## src/rtl/remu_pkg.sv

```systemverilog
// Constants for the regulator event mask unit: register offsets, field positions and resets.
// Assumes an 8-bit register address space reached through the device's serial register port.
package remu_pkg;

  localparam int          ADDR_W      = 8;
  localparam int          DATA_W      = 8;
  localparam int          NUM_REG     = 2;

  localparam logic [7:0]  SW_MASK_ADDR  = 8'h22;
  localparam logic [7:0]  LIN_MASK_ADDR = 8'h23;

  // Field positions within both mask registers.
  localparam int          REG1_PGF_BIT  = 7;
  localparam int          REG1_PGR_BIT  = 6;
  localparam int          REG1_ILIM_BIT = 4;
  localparam int          REG0_PGF_BIT  = 3;
  localparam int          REG0_PGR_BIT  = 2;
  localparam int          REG0_ILIM_BIT = 0;

  localparam logic [7:0]  SW_MASK_RESET  = 8'hCC;
  localparam logic [7:0]  LIN_MASK_RESET = 8'hCC;
  // Writable bits; the two reserved positions are excluded.
  localparam logic [7:0]  MASK_WRITABLE  = 8'hDD;
  localparam logic [7:0]  READ_ZERO      = 8'h00;

endpackage : remu_pkg

```

## src/rtl/remu_top.sv

```systemverilog
// Contract
// - Switching mask bit 7 set stops regulator 1 power-good invalid interrupt.
// - Switching mask bit 6, reset one, stops regulator 1 power-good valid interrupt.
// - Switching mask bit 4, reset zero, stops regulator 1 current-limit interrupt.
// - Switching mask bit 3, reset one, stops regulator 0 power-good invalid interrupt.
// - Switching mask bit 2, reset one, stops regulator 0 power-good valid interrupt.
// - Switching mask bit 0, reset zero, stops regulator 0 current-limit interrupt.
// - Masks gate only events; raw status bits always show the live condition.
// - Linear mask register at 0x23, same field layout, bits 5 and 1 reserved.
// - Linear mask bit 7, reset one, stops regulator 1 power-good invalid interrupt.
// - Linear mask bit 6, reset one, stops regulator 1 power-good valid interrupt.
// - Linear mask bit 4, reset zero, stops regulator 1 current-limit interrupt.
// - Linear mask bit 3, reset one, stops regulator 0 power-good invalid interrupt.
// - Linear mask bit 2, reset one, stops regulator 0 power-good valid interrupt.
// - Linear mask bit 0 set stops regulator 0 current-limit interrupt.
// - Switching mask register sits at address 0x22.
// - Linear raw power-good bit reads zero when valid, one when invalid, unlatched.
//
// Top of the regulator event mask unit: the two mask registers on the device's
// register port and four regulator channels. Assumes a single-cycle register port
// driven from the serial interface logic on ref_clk_i.
`timescale 1ns/1ps

module remu_top
#(
  parameter int NUM_REG = remu_pkg::NUM_REG
)
(
  input  wire logic                        ref_clk_i,
  input  wire logic                        srst_i,
  input  wire logic                        ce_i,
  input  wire logic [remu_pkg::ADDR_W-1:0] reg_addr_i,
  input  wire logic                        reg_wr_i,
  input  wire logic                        reg_rd_i,
  input  wire logic [remu_pkg::DATA_W-1:0] reg_wdata_i,
  output logic      [remu_pkg::DATA_W-1:0] reg_rdata_o,
  input  wire logic [NUM_REG-1:0]          sw_pg_invalid_i,
  input  wire logic [NUM_REG-1:0]          sw_ilim_i,
  input  wire logic [NUM_REG-1:0]          lin_pg_invalid_i,
  input  wire logic [NUM_REG-1:0]          lin_ilim_i,
  output logic      [NUM_REG-1:0]          sw_pg_raw_o,
  output logic      [NUM_REG-1:0]          sw_ilim_raw_o,
  output logic      [NUM_REG-1:0]          lin_pg_raw_o,
  output logic      [NUM_REG-1:0]          lin_ilim_raw_o,
  output logic      [NUM_REG-1:0]          sw_pg_event_o,
  output logic      [NUM_REG-1:0]          sw_current_limit_event_o,
  output logic      [NUM_REG-1:0]          lin_pg_event_o,
  output logic      [NUM_REG-1:0]          lin_current_limit_event_o
);

  logic [remu_pkg::DATA_W-1:0] switching_regulator_event_mask;
  logic [remu_pkg::DATA_W-1:0] linear_regulator_event_mask;
  logic [remu_pkg::DATA_W-1:0] next_switching_regulator_event_mask;
  logic [remu_pkg::DATA_W-1:0] next_linear_regulator_event_mask;
  logic [remu_pkg::DATA_W-1:0] next_reg_rdata;
  logic [1:0]                  sw_pg_invalid_suppress;
  logic [1:0]                  sw_pg_valid_suppress;
  logic [1:0]                  sw_current_limit_suppress;
  logic [1:0]                  lin_pg_invalid_suppress;
  logic [1:0]                  lin_pg_valid_suppress;
  logic [1:0]                  lin_current_limit_suppress;

  // Register writes and reads. A read and a write in one cycle return the old value.
  always_comb
  begin
    next_switching_regulator_event_mask = switching_regulator_event_mask;
    next_linear_regulator_event_mask    = linear_regulator_event_mask;
    next_reg_rdata                      = reg_rdata_o;
    if (reg_wr_i && reg_addr_i == remu_pkg::SW_MASK_ADDR)
    begin
      next_switching_regulator_event_mask = reg_wdata_i & remu_pkg::MASK_WRITABLE;
    end
    if (reg_wr_i && reg_addr_i == remu_pkg::LIN_MASK_ADDR)
    begin
      next_linear_regulator_event_mask = reg_wdata_i & remu_pkg::MASK_WRITABLE;
    end
    if (reg_rd_i)
    begin
      unique case (reg_addr_i)
        remu_pkg::SW_MASK_ADDR:  next_reg_rdata = switching_regulator_event_mask;
        remu_pkg::LIN_MASK_ADDR: next_reg_rdata = linear_regulator_event_mask;
        default:                 next_reg_rdata = remu_pkg::READ_ZERO;
      endcase
    end
  end

  always_ff @(posedge ref_clk_i)
  begin
    if (srst_i)
    begin
      switching_regulator_event_mask <= remu_pkg::SW_MASK_RESET;
      linear_regulator_event_mask    <= remu_pkg::LIN_MASK_RESET;
      reg_rdata_o                    <= remu_pkg::READ_ZERO;
    end
    else if (ce_i)
    begin
      switching_regulator_event_mask <= next_switching_regulator_event_mask;
      linear_regulator_event_mask    <= next_linear_regulator_event_mask;
      reg_rdata_o                    <= next_reg_rdata;
    end
  end

  // Each lane's suppress controls come straight from its mask fields.
  always_comb
  begin
    sw_pg_invalid_suppress[1]     = switching_regulator_event_mask[remu_pkg::REG1_PGF_BIT];
    sw_pg_valid_suppress[1]       = switching_regulator_event_mask[remu_pkg::REG1_PGR_BIT];
    sw_current_limit_suppress[1]  = switching_regulator_event_mask[remu_pkg::REG1_ILIM_BIT];
    sw_pg_invalid_suppress[0]     = switching_regulator_event_mask[remu_pkg::REG0_PGF_BIT];
    sw_pg_valid_suppress[0]       = switching_regulator_event_mask[remu_pkg::REG0_PGR_BIT];
    sw_current_limit_suppress[0]  = switching_regulator_event_mask[remu_pkg::REG0_ILIM_BIT];
    lin_pg_invalid_suppress[1]    = linear_regulator_event_mask[remu_pkg::REG1_PGF_BIT];
    lin_pg_valid_suppress[1]      = linear_regulator_event_mask[remu_pkg::REG1_PGR_BIT];
    lin_current_limit_suppress[1] = linear_regulator_event_mask[remu_pkg::REG1_ILIM_BIT];
    lin_pg_invalid_suppress[0]    = linear_regulator_event_mask[remu_pkg::REG0_PGF_BIT];
    lin_pg_valid_suppress[0]      = linear_regulator_event_mask[remu_pkg::REG0_PGR_BIT];
    lin_current_limit_suppress[0] = linear_regulator_event_mask[remu_pkg::REG0_ILIM_BIT];
  end

  // The field layout only holds two regulators per register, so lanes above one are unused.
  for (genvar g = 0; g < 2; g++)
  begin : g_lane
    remu_channel u_sw
    (
      .ref_clk_i             (ref_clk_i),
      .srst_i                (srst_i),
      .ce_i                  (ce_i),
      .pg_invalid_i          (sw_pg_invalid_i[g]),
      .ilim_i                (sw_ilim_i[g]),
      .pg_invalid_suppress_i (sw_pg_invalid_suppress[g]),
      .pg_valid_suppress_i   (sw_pg_valid_suppress[g]),
      .ilim_suppress_i       (sw_current_limit_suppress[g]),
      .pg_raw_o              (sw_pg_raw_o[g]),
      .ilim_raw_o            (sw_ilim_raw_o[g]),
      .pg_event_o            (sw_pg_event_o[g]),
      .ilim_event_o          (sw_current_limit_event_o[g])
    );
    remu_channel u_lin
    (
      .ref_clk_i             (ref_clk_i),
      .srst_i                (srst_i),
      .ce_i                  (ce_i),
      .pg_invalid_i          (lin_pg_invalid_i[g]),
      .ilim_i                (lin_ilim_i[g]),
      .pg_invalid_suppress_i (lin_pg_invalid_suppress[g]),
      .pg_valid_suppress_i   (lin_pg_valid_suppress[g]),
      .ilim_suppress_i       (lin_current_limit_suppress[g]),
      .pg_raw_o              (lin_pg_raw_o[g]),
      .ilim_raw_o            (lin_ilim_raw_o[g]),
      .pg_event_o            (lin_pg_event_o[g]),
      .ilim_event_o          (lin_current_limit_event_o[g])
    );
  end

  a_mask_reset_value : assert property (
    @(posedge ref_clk_i)
    srst_i |=> switching_regulator_event_mask == remu_pkg::SW_MASK_RESET
            && linear_regulator_event_mask == remu_pkg::LIN_MASK_RESET)
    else $error("Mask registers missed their reset value.");

  a_reserved_read_zero : assert property (
    @(posedge ref_clk_i) disable iff (srst_i)
    (switching_regulator_event_mask & ~remu_pkg::MASK_WRITABLE) == remu_pkg::READ_ZERO
    && (linear_regulator_event_mask & ~remu_pkg::MASK_WRITABLE) == remu_pkg::READ_ZERO)
    else $error("Reserved mask bit became set.");

  a_sw_mask_write : assert property (
    @(posedge ref_clk_i) disable iff (srst_i)
    ce_i && reg_wr_i && reg_addr_i == remu_pkg::SW_MASK_ADDR
    |=> switching_regulator_event_mask == ($past(reg_wdata_i) & remu_pkg::MASK_WRITABLE))
    else $error("Switching mask write not stored.");

  a_lin_mask_write : assert property (
    @(posedge ref_clk_i) disable iff (srst_i)
    ce_i && reg_wr_i && reg_addr_i == remu_pkg::LIN_MASK_ADDR
    |=> linear_regulator_event_mask == ($past(reg_wdata_i) & remu_pkg::MASK_WRITABLE))
    else $error("Linear mask write not stored.");

  a_frozen_without_ce : assert property (
    @(posedge ref_clk_i) disable iff (srst_i)
    !ce_i |=> $stable(linear_regulator_event_mask) && $stable(reg_rdata_o))
    else $error("State changed while the clock enable was low.");

  a_sw_ilim_gated : assert property (
    @(posedge ref_clk_i) disable iff (srst_i)
    $rose(sw_current_limit_event_o[0])
    |-> !$past(switching_regulator_event_mask[remu_pkg::REG0_ILIM_BIT]))
    else $error("Masked switching current-limit event escaped.");

  a_sw1_ilim_gated : assert property (
    @(posedge ref_clk_i) disable iff (srst_i)
    $rose(sw_current_limit_event_o[1])
    |-> !$past(switching_regulator_event_mask[remu_pkg::REG1_ILIM_BIT]))
    else $error("Masked switching regulator 1 current-limit event escaped.");

  a_lin_ilim_gated : assert property (
    @(posedge ref_clk_i) disable iff (srst_i)
    $rose(lin_current_limit_event_o[0])
    |-> !$past(linear_regulator_event_mask[remu_pkg::REG0_ILIM_BIT]))
    else $error("Masked linear current-limit event escaped.");

  a_lin_read_back : assert property (
    @(posedge ref_clk_i) disable iff (srst_i)
    ce_i && reg_rd_i && reg_addr_i == remu_pkg::LIN_MASK_ADDR
    |=> reg_rdata_o == $past(linear_regulator_event_mask))
    else $error("Linear mask read returned the wrong value.");

  a_unmapped_read : assert property (
    @(posedge ref_clk_i) disable iff (srst_i)
    ce_i && reg_rd_i && reg_addr_i != remu_pkg::SW_MASK_ADDR
    && reg_addr_i != remu_pkg::LIN_MASK_ADDR |=> reg_rdata_o == remu_pkg::READ_ZERO)
    else $error("Unmapped read did not return zero.");

  a_lin1_ilim_gated : assert property (
    @(posedge ref_clk_i) disable iff (srst_i)
    $rose(lin_current_limit_event_o[1])
    |-> !$past(linear_regulator_event_mask[remu_pkg::REG1_ILIM_BIT]))
    else $error("Masked linear regulator 1 current-limit event escaped.");

  a_sw_read_back : assert property (
    @(posedge ref_clk_i) disable iff (srst_i)
    ce_i && reg_rd_i && reg_addr_i == remu_pkg::SW_MASK_ADDR
    |=> reg_rdata_o == $past(switching_regulator_event_mask))
    else $error("Switching mask read returned the wrong value.");

endmodule : remu_top

```

## src/rtl/remu_channel.sv

```systemverilog
// One regulator's event detector: synchronises the raw power-good and current-limit
// levels and raises masked event pulses. Inputs arrive from the analog monitors, async.
`timescale 1ns/1ps

module remu_channel
(
  input  wire logic ref_clk_i,
  input  wire logic srst_i,
  input  wire logic ce_i,
  input  wire logic pg_invalid_i,
  input  wire logic ilim_i,
  input  wire logic pg_invalid_suppress_i,
  input  wire logic pg_valid_suppress_i,
  input  wire logic ilim_suppress_i,
  output logic      pg_raw_o,
  output logic      ilim_raw_o,
  output logic      pg_event_o,
  output logic      ilim_event_o
);

  logic       pg_meta;
  logic       pg_sync;
  logic       ilim_meta;
  logic       ilim_sync;
  logic       next_pg_raw;
  logic       next_ilim_raw;
  logic       next_pg_event;
  logic       next_ilim_event;

  always_comb
  begin
    // Raw bits follow the live level regardless of any mask.
    next_pg_raw     = pg_sync;  // One means invalid, zero valid.
    next_ilim_raw   = ilim_sync;
    // Both directions feed one flag request, each gated by its own mask.
    next_pg_event   = (pg_sync & ~pg_raw_o & ~pg_invalid_suppress_i)
                    | (~pg_sync & pg_raw_o & ~pg_valid_suppress_i);
    next_ilim_event = ilim_sync & ~ilim_raw_o & ~ilim_suppress_i;
  end

  always_ff @(posedge ref_clk_i)
  begin
    if (srst_i)
    begin
      pg_meta      <= 1'b0;
      pg_sync      <= 1'b0;
      ilim_meta    <= 1'b0;
      ilim_sync    <= 1'b0;
      pg_raw_o     <= 1'b0;
      ilim_raw_o   <= 1'b0;
      pg_event_o   <= 1'b0;
      ilim_event_o <= 1'b0;
    end
    else if (ce_i)
    begin
      pg_meta      <= pg_invalid_i;
      pg_sync      <= pg_meta;
      ilim_meta    <= ilim_i;
      ilim_sync    <= ilim_meta;
      pg_raw_o     <= next_pg_raw;
      ilim_raw_o   <= next_ilim_raw;
      pg_event_o   <= next_pg_event;
      ilim_event_o <= next_ilim_event;
    end
  end

  a_pg_unmasked_edge : assert property (
    @(posedge ref_clk_i) disable iff (srst_i)
    ce_i && ((pg_sync && !pg_raw_o && !pg_invalid_suppress_i)
          || (!pg_sync && pg_raw_o && !pg_valid_suppress_i)) |=> pg_event_o)
    else $error("Unmasked power-good edge gave no event.");

  a_raw_follows_live : assert property (
    @(posedge ref_clk_i) disable iff (srst_i)
    ce_i |=> (pg_raw_o == $past(pg_sync)) && (ilim_raw_o == $past(ilim_sync)))
    else $error("Raw status did not follow the live level.");

endmodule : remu_channel

```

## config.mk

```make
export PLATFORM = sky130hd
export DESIGN_NAME = remu_top
export DESIGN_NICKNAME = d
export VERILOG_FILES = /design/src/rtl/remu_pkg.sv /design/src/rtl/remu_top.sv /design/src/rtl/remu_channel.sv
export SDC_FILE = /design/constraint.sdc
export NUM_CORES = 1
export LEC_CHECK = 0
export ABC_CLOCK_PERIOD_IN_PS = 3200
export BUFFER_PORTS_ARGS = -buffer_cell sky130_fd_sc_hd__clkbuf_2
export CAP_MARGIN = 25
export CORE_MARGIN = 1.5
export CORE_UTILIZATION = 40
export CTS_CLUSTER_DIAMETER = 40
export DETAILED_ROUTE_END_ITERATION = 8
export HOLD_SLACK_MARGIN = 0.15
export MAX_ROUTING_LAYER = met4
export PLACE_DENSITY_LB_ADDON = 0.08
export SYNTH_ARGS = -nofsm -noshare
export SYNTH_HDL_FRONTEND = slang
export SYNTH_SLANG_ARGS = --single-unit
```

## constraint.sdc

```tcl
create_clock -name ref_clk_i -period 3.2 [get_ports ref_clk_i]
set_input_delay 0.32 -clock ref_clk_i [delete_from_list [all_inputs] [get_ports ref_clk_i]]
set_output_delay 0.32 -clock ref_clk_i [all_outputs]
set_load 0.005 [all_outputs]
```

==> metrics.md, run 1 <==
| Metric | Value |
|---|---|
| Seq/Total Area, Yosys | 0.468 |
| Adder-cell share of the synthesized area | 0 |
| Post-Syn Instances | 214 |
| Library cells used by synthesis | 20 |
| Crit path arrival time | 1350 ps |
| Final WL | 3.82 mm |
| DRC | 0 |
| Final sum of negative setup slack | 0 ps |
| Sink Count | 50 |
| Row count | 26 |
| Worst Path Max Fanout | 6 |
| DR vias | 1459 |
| Final nets | 272 |
| Fillers | 520 |
| DR WL/cell | 12.2 um |
| HP Class | in2reg |
| Syn avg cell area | 10.0 um^2 |
| Starting Density | 0.417 |
| Hold slack final | 256 ps |
| Post-synthesis xor/xnor area fraction | 0 |
| Status | complete, no violations |
| Yosys top cell area share | 0.468 |
| VDD IR max | 0.000250 V |
| GR Util met3 | 0.0407 |
| Crit share post-route | 0.364 |
| TritonCTS buffer count | 5 |
| CTS Hold Bufs | 0 |
| Biggest regs | linear_regulator_event_mask x6, reg_rdata_o x6, switching_regulator_event_mask x6 |
| Root buf cell | clkbuf_8 |
| Synth Area in Simple Gates | 0.185 |
| Antenna Cells | 0 |
| Core ar. | 5140 um^2 |
| Post-CTS Setup Repair Bufs | 0 |
| Total track usage | 0.139 |
| GR Util met1 | 0.184 |
| CTS tree | yes |
| Share of cells above drive strength 1 | 0.255 |
| # setup viols final | 0 |
| Final Skew | 11.1 ps |
| Worst Setup End Kind | register |
| Post-Layout Cell Count | 313 |
| CP Class | in2reg |
| Max Buffers Root-to-Sink | 2 |
| HPWL after detailed placement | 2.69 mm |
| Final Power | 0.00107 W |
| Post-synthesis cell area | 2140 um^2 |
| Register bit count reported by yosys | 50 |
| P&R area growth vs syn | 11.2% |
| Crit path time final | 1160 ps |
| Worst-Skew Late Latency | 300 ps |
| First-iteration detailed-routing DRC count | 55 |
| # IOs | 53 |
| Max frequency | 859 MHz |
| Die Ht | 76.2 um |
| Initial antenna violation count | 0 |
| GP Congestion | 0.648 |
| Largest net degree at the start of global routing | 34 |
| Die area | 5800 um^2 |
| Detail Route Antenna Nets | 0 |
| Crit start category | input port |
| Max cap viols | 0 |
| Final Max Tran Viols | 0 |
| Die W | 76.2 um |
| Vias in the first global route | 1300 |
| Inst Count DP | 306 |
| Via density | 4.66 |
| Htree depth | 2 |
| Grt total ovfl | 0 |
| Largest family of logic cells by synthesized area | multiplexers |
| Multiplexer share of the synthesized area | 0.215 |
| Most Used Layer, Global Route | met2 |
| Static leakage | 1.18 nW |
| CTS resizes | 0 |
| Compound-Gate Fraction of Synth Area | 0.0432 |
| Drt first pass iters | 4 |
| Synthesis warning total | 0 |
| First-pass GRT wire length | 6.24 mm |
| Synth top area cells | dfxtp_1 (47%), mux2i_1 (22%), nor2_1 (8.6%) |
| IO Port Bufs | 48 |
| GR Util met2 | 0.205 |
| Leading area contributor after synthesis | dfxtp_1 |
| Critical Path RT | 3380 ps |
| RSZ-0062 raised after global routing | false |
| P per Cell Area | 451 nW/um^2 |
| Clock Pin Slew Worst Setup and Hold Paths | 90 ps |
| Final hold violation count | 0 |
-- synth_stat cells --
| library cell | instances |
|---|---|
| clkbuf_1 | 3 |
| a22oi_1 | 1 |
| a21oi_1 | 4 |
| nor4b_4 | 1 |
| nor3b_1 | 8 |
| buf_4 | 18 |
| nand2_1 | 5 |
| and4bb_2 | 1 |
| nand4_4 | 1 |
| nor2_1 | 49 |
| buf_2 | 8 |
| mux2i_1 | 46 |
| a32o_1 | 1 |
| dfxtp_1 | 50 |
| o21ai_1 | 5 |
| conb_1 | 1 |
| nand4b_2 | 1 |
| nand2b_1 | 6 |
| nand4b_4 | 1 |
| a211oi_1 | 4 |
-- critical path: stages --
cell,delay (ps)
clkbuf_2,100
nor4b_4,490
nand4b_4,260
mux2i_1,180
-- cells by family after synthesis --
family / count (synthesis)
simple gates: 73
mux: 46
buf+inv: 29
flops: 50
compound gates: 15
other cells: 1
-- metrics by stage --
step / worst slack, ps / area (um^2) / util
finish: 2040 / 2380 / 0.463
global route: 1940 / 2380 / 0.463
CTS: 2040 / 2380 / 0.463
detailed placement: 1720 / 2300 / 0.448
global placement: 1720 / 2300 / 0.448
floorplan: 1960 / 2140 / -
-- cells in the final DEF, fill, tap and decap left out --
| master | n |
|---|---|
| clkbuf_2 | 48 |
| nand4b_2 | 1 |
| clkinv_2 | 2 |
| mux2i_1 | 46 |
| nand4_4 | 1 |
| a21oi_1 | 4 |
| buf_4 | 2 |
| dfxtp_1 | 50 |
| clkbuf_8 | 5 |
| o21ai_1 | 5 |
| nand2b_1 | 6 |
| and4bb_2 | 1 |
| a211oi_1 | 4 |
| a22oi_1 | 1 |
| nand4b_4 | 1 |
| nand2_1 | 5 |
| nor3b_1 | 8 |
| nor4b_4 | 1 |
| conb_1 | 2 |
| nor2_1 | 49 |
| a32o_1 | 1 |
-- area by class of cell --
class | instances | area, um^2 | area share
Clock buffer | 5 | 68.8 | 0.0289
Clock inverter | 2 | 10.0 | 0.00421
Sequential cell | 50 | 1000 | 0.421
Multi-Input combinational cell | 136 | 957 | 0.402
Tap cell | 70 | 87.6 | 0.0368
Timing Repair Buffer | 50 | 255 | 0.107
-- path summary, 6_finish.rpt --
check,startpoint,to,slack [ps],cells past startpoint
worst max-delay path,reg_addr_i[7],switching_regulator_event_mask[6],2040,4
worst min-delay path,sw_pg_invalid_i[0],g_lane[0].u_sw.pg_meta,260,3
worst max register to register,switching_regulator_event_mask[6],reg_rdata_o[6],2260,3
worst min register to register,reg_rdata_o[0],reg_rdata_o[0],450,2
-- report_power, final --
part	switching (W)	leakage [nW]	internal [W]	total (W)
combinational	0.0000461	0.732	0.0000411	0.0000872
sequential	0.00000886	0.406	0.000636	0.000645
clock	0.000194	0.0438	0.000147	0.000341
-- routing by layer --
metal	wire [um]	share of wire
met1	1920	0.50
met2	1680	0.44
met3	187	0.049
met4	32	0.0084
met5	0	0
(Power assumes the default switching activity.)
==> run 2, diff against run 1 <==
ABC_CLOCK_PERIOD_IN_PS = 1000   (was 3200)
clock period = 1 ns   (was 3.2 ns; I/O delays follow)
==> run 2 against run 1 <==
- final cell count grew 7.0%
- core utilization grew 5.2 points
- critical endpoint is now reg_rdata_o[6]
- sequential cell count is the same
- critical path type is now reg2reg
- non-clock buffer count grew 21
- total power grew to 3.6 times the previous value
- combinational power grew to 4.1 times the previous value
- global-route usage grew 1.2 points
==> metrics.md, run 2 (synthesis gave the netlist of run 1 again) <==
| Metric | Value |
|---|---|
| Status | complete, no violations (unchanged) |
| P&R area growth vs syn | 23.7% (was 11.2%) |
| Max cap viols | 0 (unchanged) |
| Fillers | 504 (was 520) |
| Hold Startpoint | reg_rd_i (was sw_pg_invalid_i[0]) |
| Worst reg2reg startpoint | linear_regulator_event_mask[6] (was switching_regulator_event_mask[6]) |
| Die Ht | 76.2 um (unchanged) |
| Sink Count | 50 (unchanged) |
| Final hold violation count | 0 (unchanged) |
| Worst-Skew Late Latency | 300 ps (about the same) |
| DR vias | 1520 (was 1459) |
| CP Class | reg2reg (was in2reg) |
| Post-CTS Setup Repair Bufs | 0 (unchanged) |
| Static leakage | 1.30 nW (was 1.18 nW) |
| Non-Filler Cell Area, Final | 2650 um^2 (was 2380 um^2) |
| Max frequency | 1070 MHz |
| Detail Route Antenna Nets | 0 (unchanged) |
| Initial antenna violation count | 0 (unchanged) |
| First-iteration detailed-routing DRC count | 49 (was 55) |
| # IOs | 53 (unchanged) |
| Largest net degree at the start of global routing | 34 (unchanged) |
| GP Congestion | 0.714 (was 0.648) |
| IO Port Bufs | 48 (unchanged) |
| Pre-CTS setup slack | -158 ps (was 1720 ps) |
| Cell Area, Placed | 2380 um^2 (was 2300 um^2) |
| Worst Setup End Kind | register (unchanged) |
| Drt first pass iters | 4 (unchanged) |
| Final nets | 293 (was 272) |
| Worst Path Max Fanout | 3 (was 6) |
| Final Skew | 5.95 ps (was 11.1 ps) |
| Crit start category | register (was input port) |
| Htree depth | 2 (unchanged) |
| Crit path time final | 934 ps |
| RSZ-0062 raised after global routing | false (unchanged) |
| Starting Density | 0.417 (unchanged) |
| Die area | 5800 um^2 (unchanged) |
| Final Max Tran Viols | 0 (unchanged) |
| # setup viols final | 0 (unchanged) |
| Die W | 76.2 um (unchanged) |
| CTS tree | yes (unchanged) |
| Total track usage | 0.151 (was 0.139) |
| Max Buffers Root-to-Sink | 2 (unchanged) |
| Vias in the first global route | 1442 (was 1300) |
| Register-to-register setup slack | 70 ps (was 2260 ps) |
| Crit path arrival time | 1130 ps (was 1350 ps) |
| First-pass GRT wire length | 6.76 mm (was 6.24 mm) |
| Via density | 4.54 (was 4.66) |
| Final WL | 4.00 mm (was 3.82 mm) |
| HP Class | in2reg (unchanged) |
| Core ar. | 5140 um^2 (unchanged) |
| Crit share post-route | 0.934 |
| FF-to-FF End | reg_rdata_o[6] (unchanged) |
| Biggest regs | linear_regulator_event_mask x6, reg_rdata_o x6, switching_regulator_event_mask x6 (unchanged) |
| Share of cells above drive strength 1 | 0.279 (was 0.255) |
| Clock Pin Slew Worst Setup and Hold Paths | 90 ps (about the same) |
| Antenna Cells | 0 (unchanged) |
| TritonCTS buffer count | 5 (unchanged) |
| Root buf cell | clkbuf_8 (unchanged) |
| DR WL/cell | 11.9 um (was 12.2 um) |
| P per Cell Area | 1450 nW/um^2 (was 451 nW/um^2) |
| Hold depth | 3 (unchanged) |
| Worst Hold End | reg_rdata_o[4] (was g_lane[0].u_sw.pg_meta) |
| Row count | 26 (unchanged) |
| Grt total ovfl | 0 (unchanged) |
| DRC | 0 (unchanged) |
| HPWL after detailed placement | 2.85 mm (was 2.69 mm) |
| Critical Path RT | 1200 ps (was 3380 ps) |
| FF-to-FF path depth | 3 (unchanged) |
| VDD IR max | 0.000869 V (was 0.000250 V) |
| Most frequent cells in the layout | nor2_1 (49), dfxtp_1 (49), clkbuf_2 (48) (was dfxtp_1 (50), nor2_1 (49), clkbuf_2 (48)) |
| Final worst slack | 66.3 ps (was 2040 ps) |
-- run 2: cell count changes in the layout (fill, tap and decap cells not counted), sizes merged --
cell / delta
inv: +1
dlygate4sd3: +14
bufinv: +1
clkinv: -1
buf: +7
-- run 2: per-stage QoR --
step | setup TNS (ps) | util | instances | hold WS [ps] | total power, W
6_report | 0 | 0.515 | 335 | 172 | 0.00385
5_1_grt | 0 | 0.515 | 335 | 194 | 0.00405
4_1_cts | 0 | 0.512 | 335 | 156 | 0.00392
3_5_place_dp | -1950 | 0.463 | 313 | 342 | 0.00243
3_3_place_gp | -1970 | 0.463 | 313 | 337 | 0.00243
2_1_floorplan | -240 | - | 215 | 247 | 0.00232
-- run 2: layout make-up --
class,instances,area (um^2),area share
clock buffer,5,68.8,0.0260
multi-input combinational,136,972,0.367
timing repair buffer,71,473,0.179
tap,70,87.6,0.0331
sequential,50,1000,0.379
clock inverter,3,43.8,0.0165
-- run 2: critical path: stages (launching register included) --
cell,delay [ps]
dfxtp_1,340
mux2i_1,170
nor3b_2,70
a32o_1,250
-- run 2: where the power goes --
group	internal [W]	switching [W]
Clock	0.000750	0.000676
Sequential	0.00204	0.0000289
Combinational	0.000195	0.000159
-- run 2: what timing repair did --
item                       in CTS  in global routing
setup endpoints to repair       0                  3
hold buffers                   14                  0
gates resized for setup         0                  4
hold endpoints to repair       20                  0
-- run 2: worst max-delay path by stage --
stage                                              start  slack, ps                                end
after floorplan                            reg_addr_i[7]        -20  switching_regulator_event_mask[0]
after global placement                     reg_addr_i[7]       -150     linear_regulator_event_mask[6]
after detailed placement                   reg_addr_i[7]       -160     linear_regulator_event_mask[0]
after CTS                       g_lane[1].u_lin.pg_raw_o         60                    lin_pg_raw_o[1]
after global routing            g_lane[0].u_lin.pg_raw_o        0.3         g_lane[0].u_lin.pg_event_o
final                     linear_regulator_event_mask[6]         70                     reg_rdata_o[6]
-- run 2: per-layer routing --
layer	track usage	wire (um)
met5	-	0
met4	0.0556	54
met1	0.187	1910
met2	0.239	1870
met3	0.0395	172
==> run 3, diff against run 2 <==
PLACE_DENSITY = 0.71   (was unset)
PLACE_DENSITY_LB_ADDON = unset   (was 0.08)
SETUP_SLACK_MARGIN = 0.5   (was unset)
==> run 3 against run 2 <==
- clock skew increased by 5.1 ps
- sequential share of layout area increased by 0.66 points
- hold slack got worse by 130 ps
- setup slack improved by 38 ps
- total power decreased by 0.96%
- register-to-register slack improved by 40 ps
- combinational power increased by 1%
- critical path depth unchanged
- cell area increased by 4.7%
- die area unchanged
==> metrics.md, run 3 (synthesis gave the netlist of run 1 again) <==
| Metric | Value |
|---|---|
| Fillers | 478 (was 504) |
| Non-Filler Cell Area, Final | 2770 um^2 (was 2650 um^2) |
| GP Congestion | 0.743 (was 0.714) |
| Clock Pin Slew Worst Setup and Hold Paths | 100 ps (was 90 ps) |
| Final Skew | 11.1 ps (was 5.95 ps) |
| Row count | 26 (unchanged) |
| Register-to-register setup slack | 100 ps (was 70 ps) |
| Final hold violation count | 0 (unchanged) |
| Crit path time final | 895 ps (was 934 ps) |
| RSZ-0062 raised after global routing | true (was false) |
| First-pass GRT wire length | 6.91 mm (was 6.76 mm) |
| Drt first pass iters | 4 (unchanged) |
| P per Cell Area | 1370 nW/um^2 (was 1450 nW/um^2) |
| DR WL/cell | 12.7 um (was 11.9 um) |
| Starting Density | 0.417 (unchanged) |
| Cell depth of the worst setup path | 3 (unchanged) |
| Cell Area, Placed | 2440 um^2 (was 2380 um^2) |
| Status | complete, no violations (unchanged) |
| Final nets | 288 (was 293) |
| Critical path origin | linear_regulator_event_mask[6] (unchanged) |
| Die area | 5800 um^2 (unchanged) |
| FF-to-FF End | reg_rdata_o[6] (unchanged) |
| Worst stage delay on the critical path | 350 ps (was 340 ps) |
| Crit share post-route | 0.895 (was 0.934) |
| Max Buffers Root-to-Sink | 2 (unchanged) |
| Final WL | 4.20 mm (was 4.00 mm) |
| HP Class | in2reg (unchanged) |
| Final Power | 0.00381 W (was 0.00385 W) |
| Biggest regs | linear_regulator_event_mask x6, reg_rdata_o x6, switching_regulator_event_mask x6 (unchanged) |
| Max cap viols | 0 (unchanged) |
| Crit path max-delay family | flip-flops (unchanged) |
| # setup viols final | 0 (unchanged) |
| FF-to-FF path depth | 3 (unchanged) |
| Via density | 4.62 (was 4.54) |
| TritonCTS buffer count | 5 (unchanged) |
| Static leakage | 1.33 nW (was 1.30 nW) |
| Inst Count DP | 314 (was 313) |
| CP Class | reg2reg (unchanged) |
| Die Ht | 76.2 um (unchanged) |
| Max frequency | 1120 MHz (was 1070 MHz) |
| Initial antenna violation count | 0 (unchanged) |
| Internal | 0.00297 W (was 0.00298 W) |
| Grt total ovfl | 0 (unchanged) |
| Antenna Cells | 0 (unchanged) |
| Die W | 76.2 um (unchanged) |
| VDD IR max | 0.000806 V (was 0.000869 V) |
| Final Max Tran Viols | 0 (unchanged) |
| Worst Setup End Kind | register (unchanged) |
| Core ar. | 5140 um^2 (unchanged) |
| Worst Path Buf+Inv | 0 (unchanged) |
| Worst reg2reg startpoint | linear_regulator_event_mask[6] (unchanged) |
| First-iteration detailed-routing DRC count | 60 (was 49) |
| Critical Path RT | 1200 ps (about the same) |
| Htree depth | 2 (unchanged) |
| CP Capture Point | reg_rdata_o[6] (unchanged) |
| DR vias | 1526 (was 1520) |
| Vias in the first global route | 1416 (was 1442) |
| Sink Count | 50 (unchanged) |
| Worst Path Max Fanout | 3 (unchanged) |
| Commonest non-fill, non-tap cell in the layout | nor2_1 |
| IO Port Bufs | 48 (unchanged) |
| Detail Route Antenna Nets | 0 (unchanged) |
| Sequential Power Share | 0.541 (was 0.537) |
| Worst-Skew Late Latency | 300 ps (about the same) |
| Crit path arrival time | 1100 ps (was 1130 ps) |
| Psw | 0.000833 W (was 0.000864 W) |
| Most frequent cells in the layout | nor2_1 (49), mux2i_1 (43), clkbuf_2 (40) (was nor2_1 (49), dfxtp_1 (49), clkbuf_2 (48)) |
| Crit start category | register (unchanged) |
| P&R area growth vs syn | 29.5% (was 23.7%) |
| Slowest cell on crit path | dfxtp_2 (was dfxtp_1) |
| Post-Layout Cell Count | 330 (was 335) |
| Share of cells above drive strength 1 | 0.512 (was 0.279) |
| Comb power frac | 0.094 (was 0.092) |
| CTS tree | yes (unchanged) |
| Total track usage | 0.155 (was 0.151) |
| CP Cell Sequence | mux2i_2, nor3b_2, a32o_1 (was mux2i_1, nor3b_2, a32o_1) |
| HPWL after detailed placement | 2.89 mm (was 2.85 mm) |
| Net Sw Frac | 0.219 (was 0.225) |
| # IOs | 53 (unchanged) |
| Root buf cell | clkbuf_8 (unchanged) |
| Largest net degree at the start of global routing | 34 (unchanged) |
| DRC | 0 (unchanged) |
| Hold slack final | 42.8 ps (was 172 ps) |
| Clock network fraction of design power | 0.365 (was 0.371) |
run 3: final cells by class:
| cell class | instances | area [um^2] | share of cell area |
|---|---|---|---|
| Tap cell | 70 | 87.6 | 0.0316 |
| Timing Repair Buffer | 66 | 485 | 0.175 |
| Clock buffer | 7 | 76.3 | 0.0275 |
| Sequential cell | 50 | 1070 | 0.385 |
| Clock inverter | 1 | 30.0 | 0.0108 |
| Multi-Input combinational cell | 136 | 1020 | 0.370 |
run 3: routing by layer:
metal | routed length, um | track usage | up-vias
li1 | - | - | 797
met2 | 2030 | 0.240 | 29
met3 | 139 | 0.0443 | 4
met5 | 0 | - | -
met1 | 1990 | 0.197 | 696
met4 | 38 | 0.0500 | 0
run 3: metrics by stage:
step,TNS [ps],setup WS (ps),utilization
2_1_floorplan,-242,-21.7,-
5_1_grt,0,66.4,0.539
4_1_cts,0,105,0.517
6_report,0,105,0.539
3_5_place_dp,-1800,-138,0.474
3_3_place_gp,-1570,-117,0.474
run 3: worst min path at each step:
stage / startpoint / to / slack [ps] / depth (start not counted)
2_1_floorplan: lin_ilim_i[0] / g_lane[0].u_lin.ilim_meta / 250 / 2
3_3_place_gp: sw_pg_invalid_i[0] / g_lane[0].u_sw.pg_meta / 330 / 3
3_5_place_dp: lin_pg_invalid_i[0] / g_lane[0].u_lin.pg_meta / 340 / 3
4_1_cts: lin_pg_invalid_i[0] / g_lane[0].u_lin.pg_meta / 20 / 3
5_1_grt: lin_ilim_i[1] / g_lane[1].u_lin.ilim_meta / 30 / 3
6_report: sw_pg_invalid_i[0] / g_lane[0].u_sw.pg_meta / 40 / 3
run 3: repair_timing:
action	4_1_cts	5_1_grt
cloned	0	0
hold endpoints to repair	25	22
resized for setup	33	26
setup buffers	5	3
pin swaps	14	11
endpoints found under the setup margin	72	72
run 3: worst register-to-register path, stage by stage (launching register included):
cell	delay (ps)
dfxtp_2	350
mux2i_2	160
nor3b_2	70
a32o_1	210
run 3: power groups by stage:
stage	Clock, W	Sequential (W)	Combinational, W
floorplan	0	0.00211	0.000262
global placement	0	0.00211	0.000319
detailed placement	0	0.00212	0.000323
CTS	0.00143	0.00207	0.000345
global route	0.00151	0.00207	0.000394
finish	0.00139	0.00206	0.000359
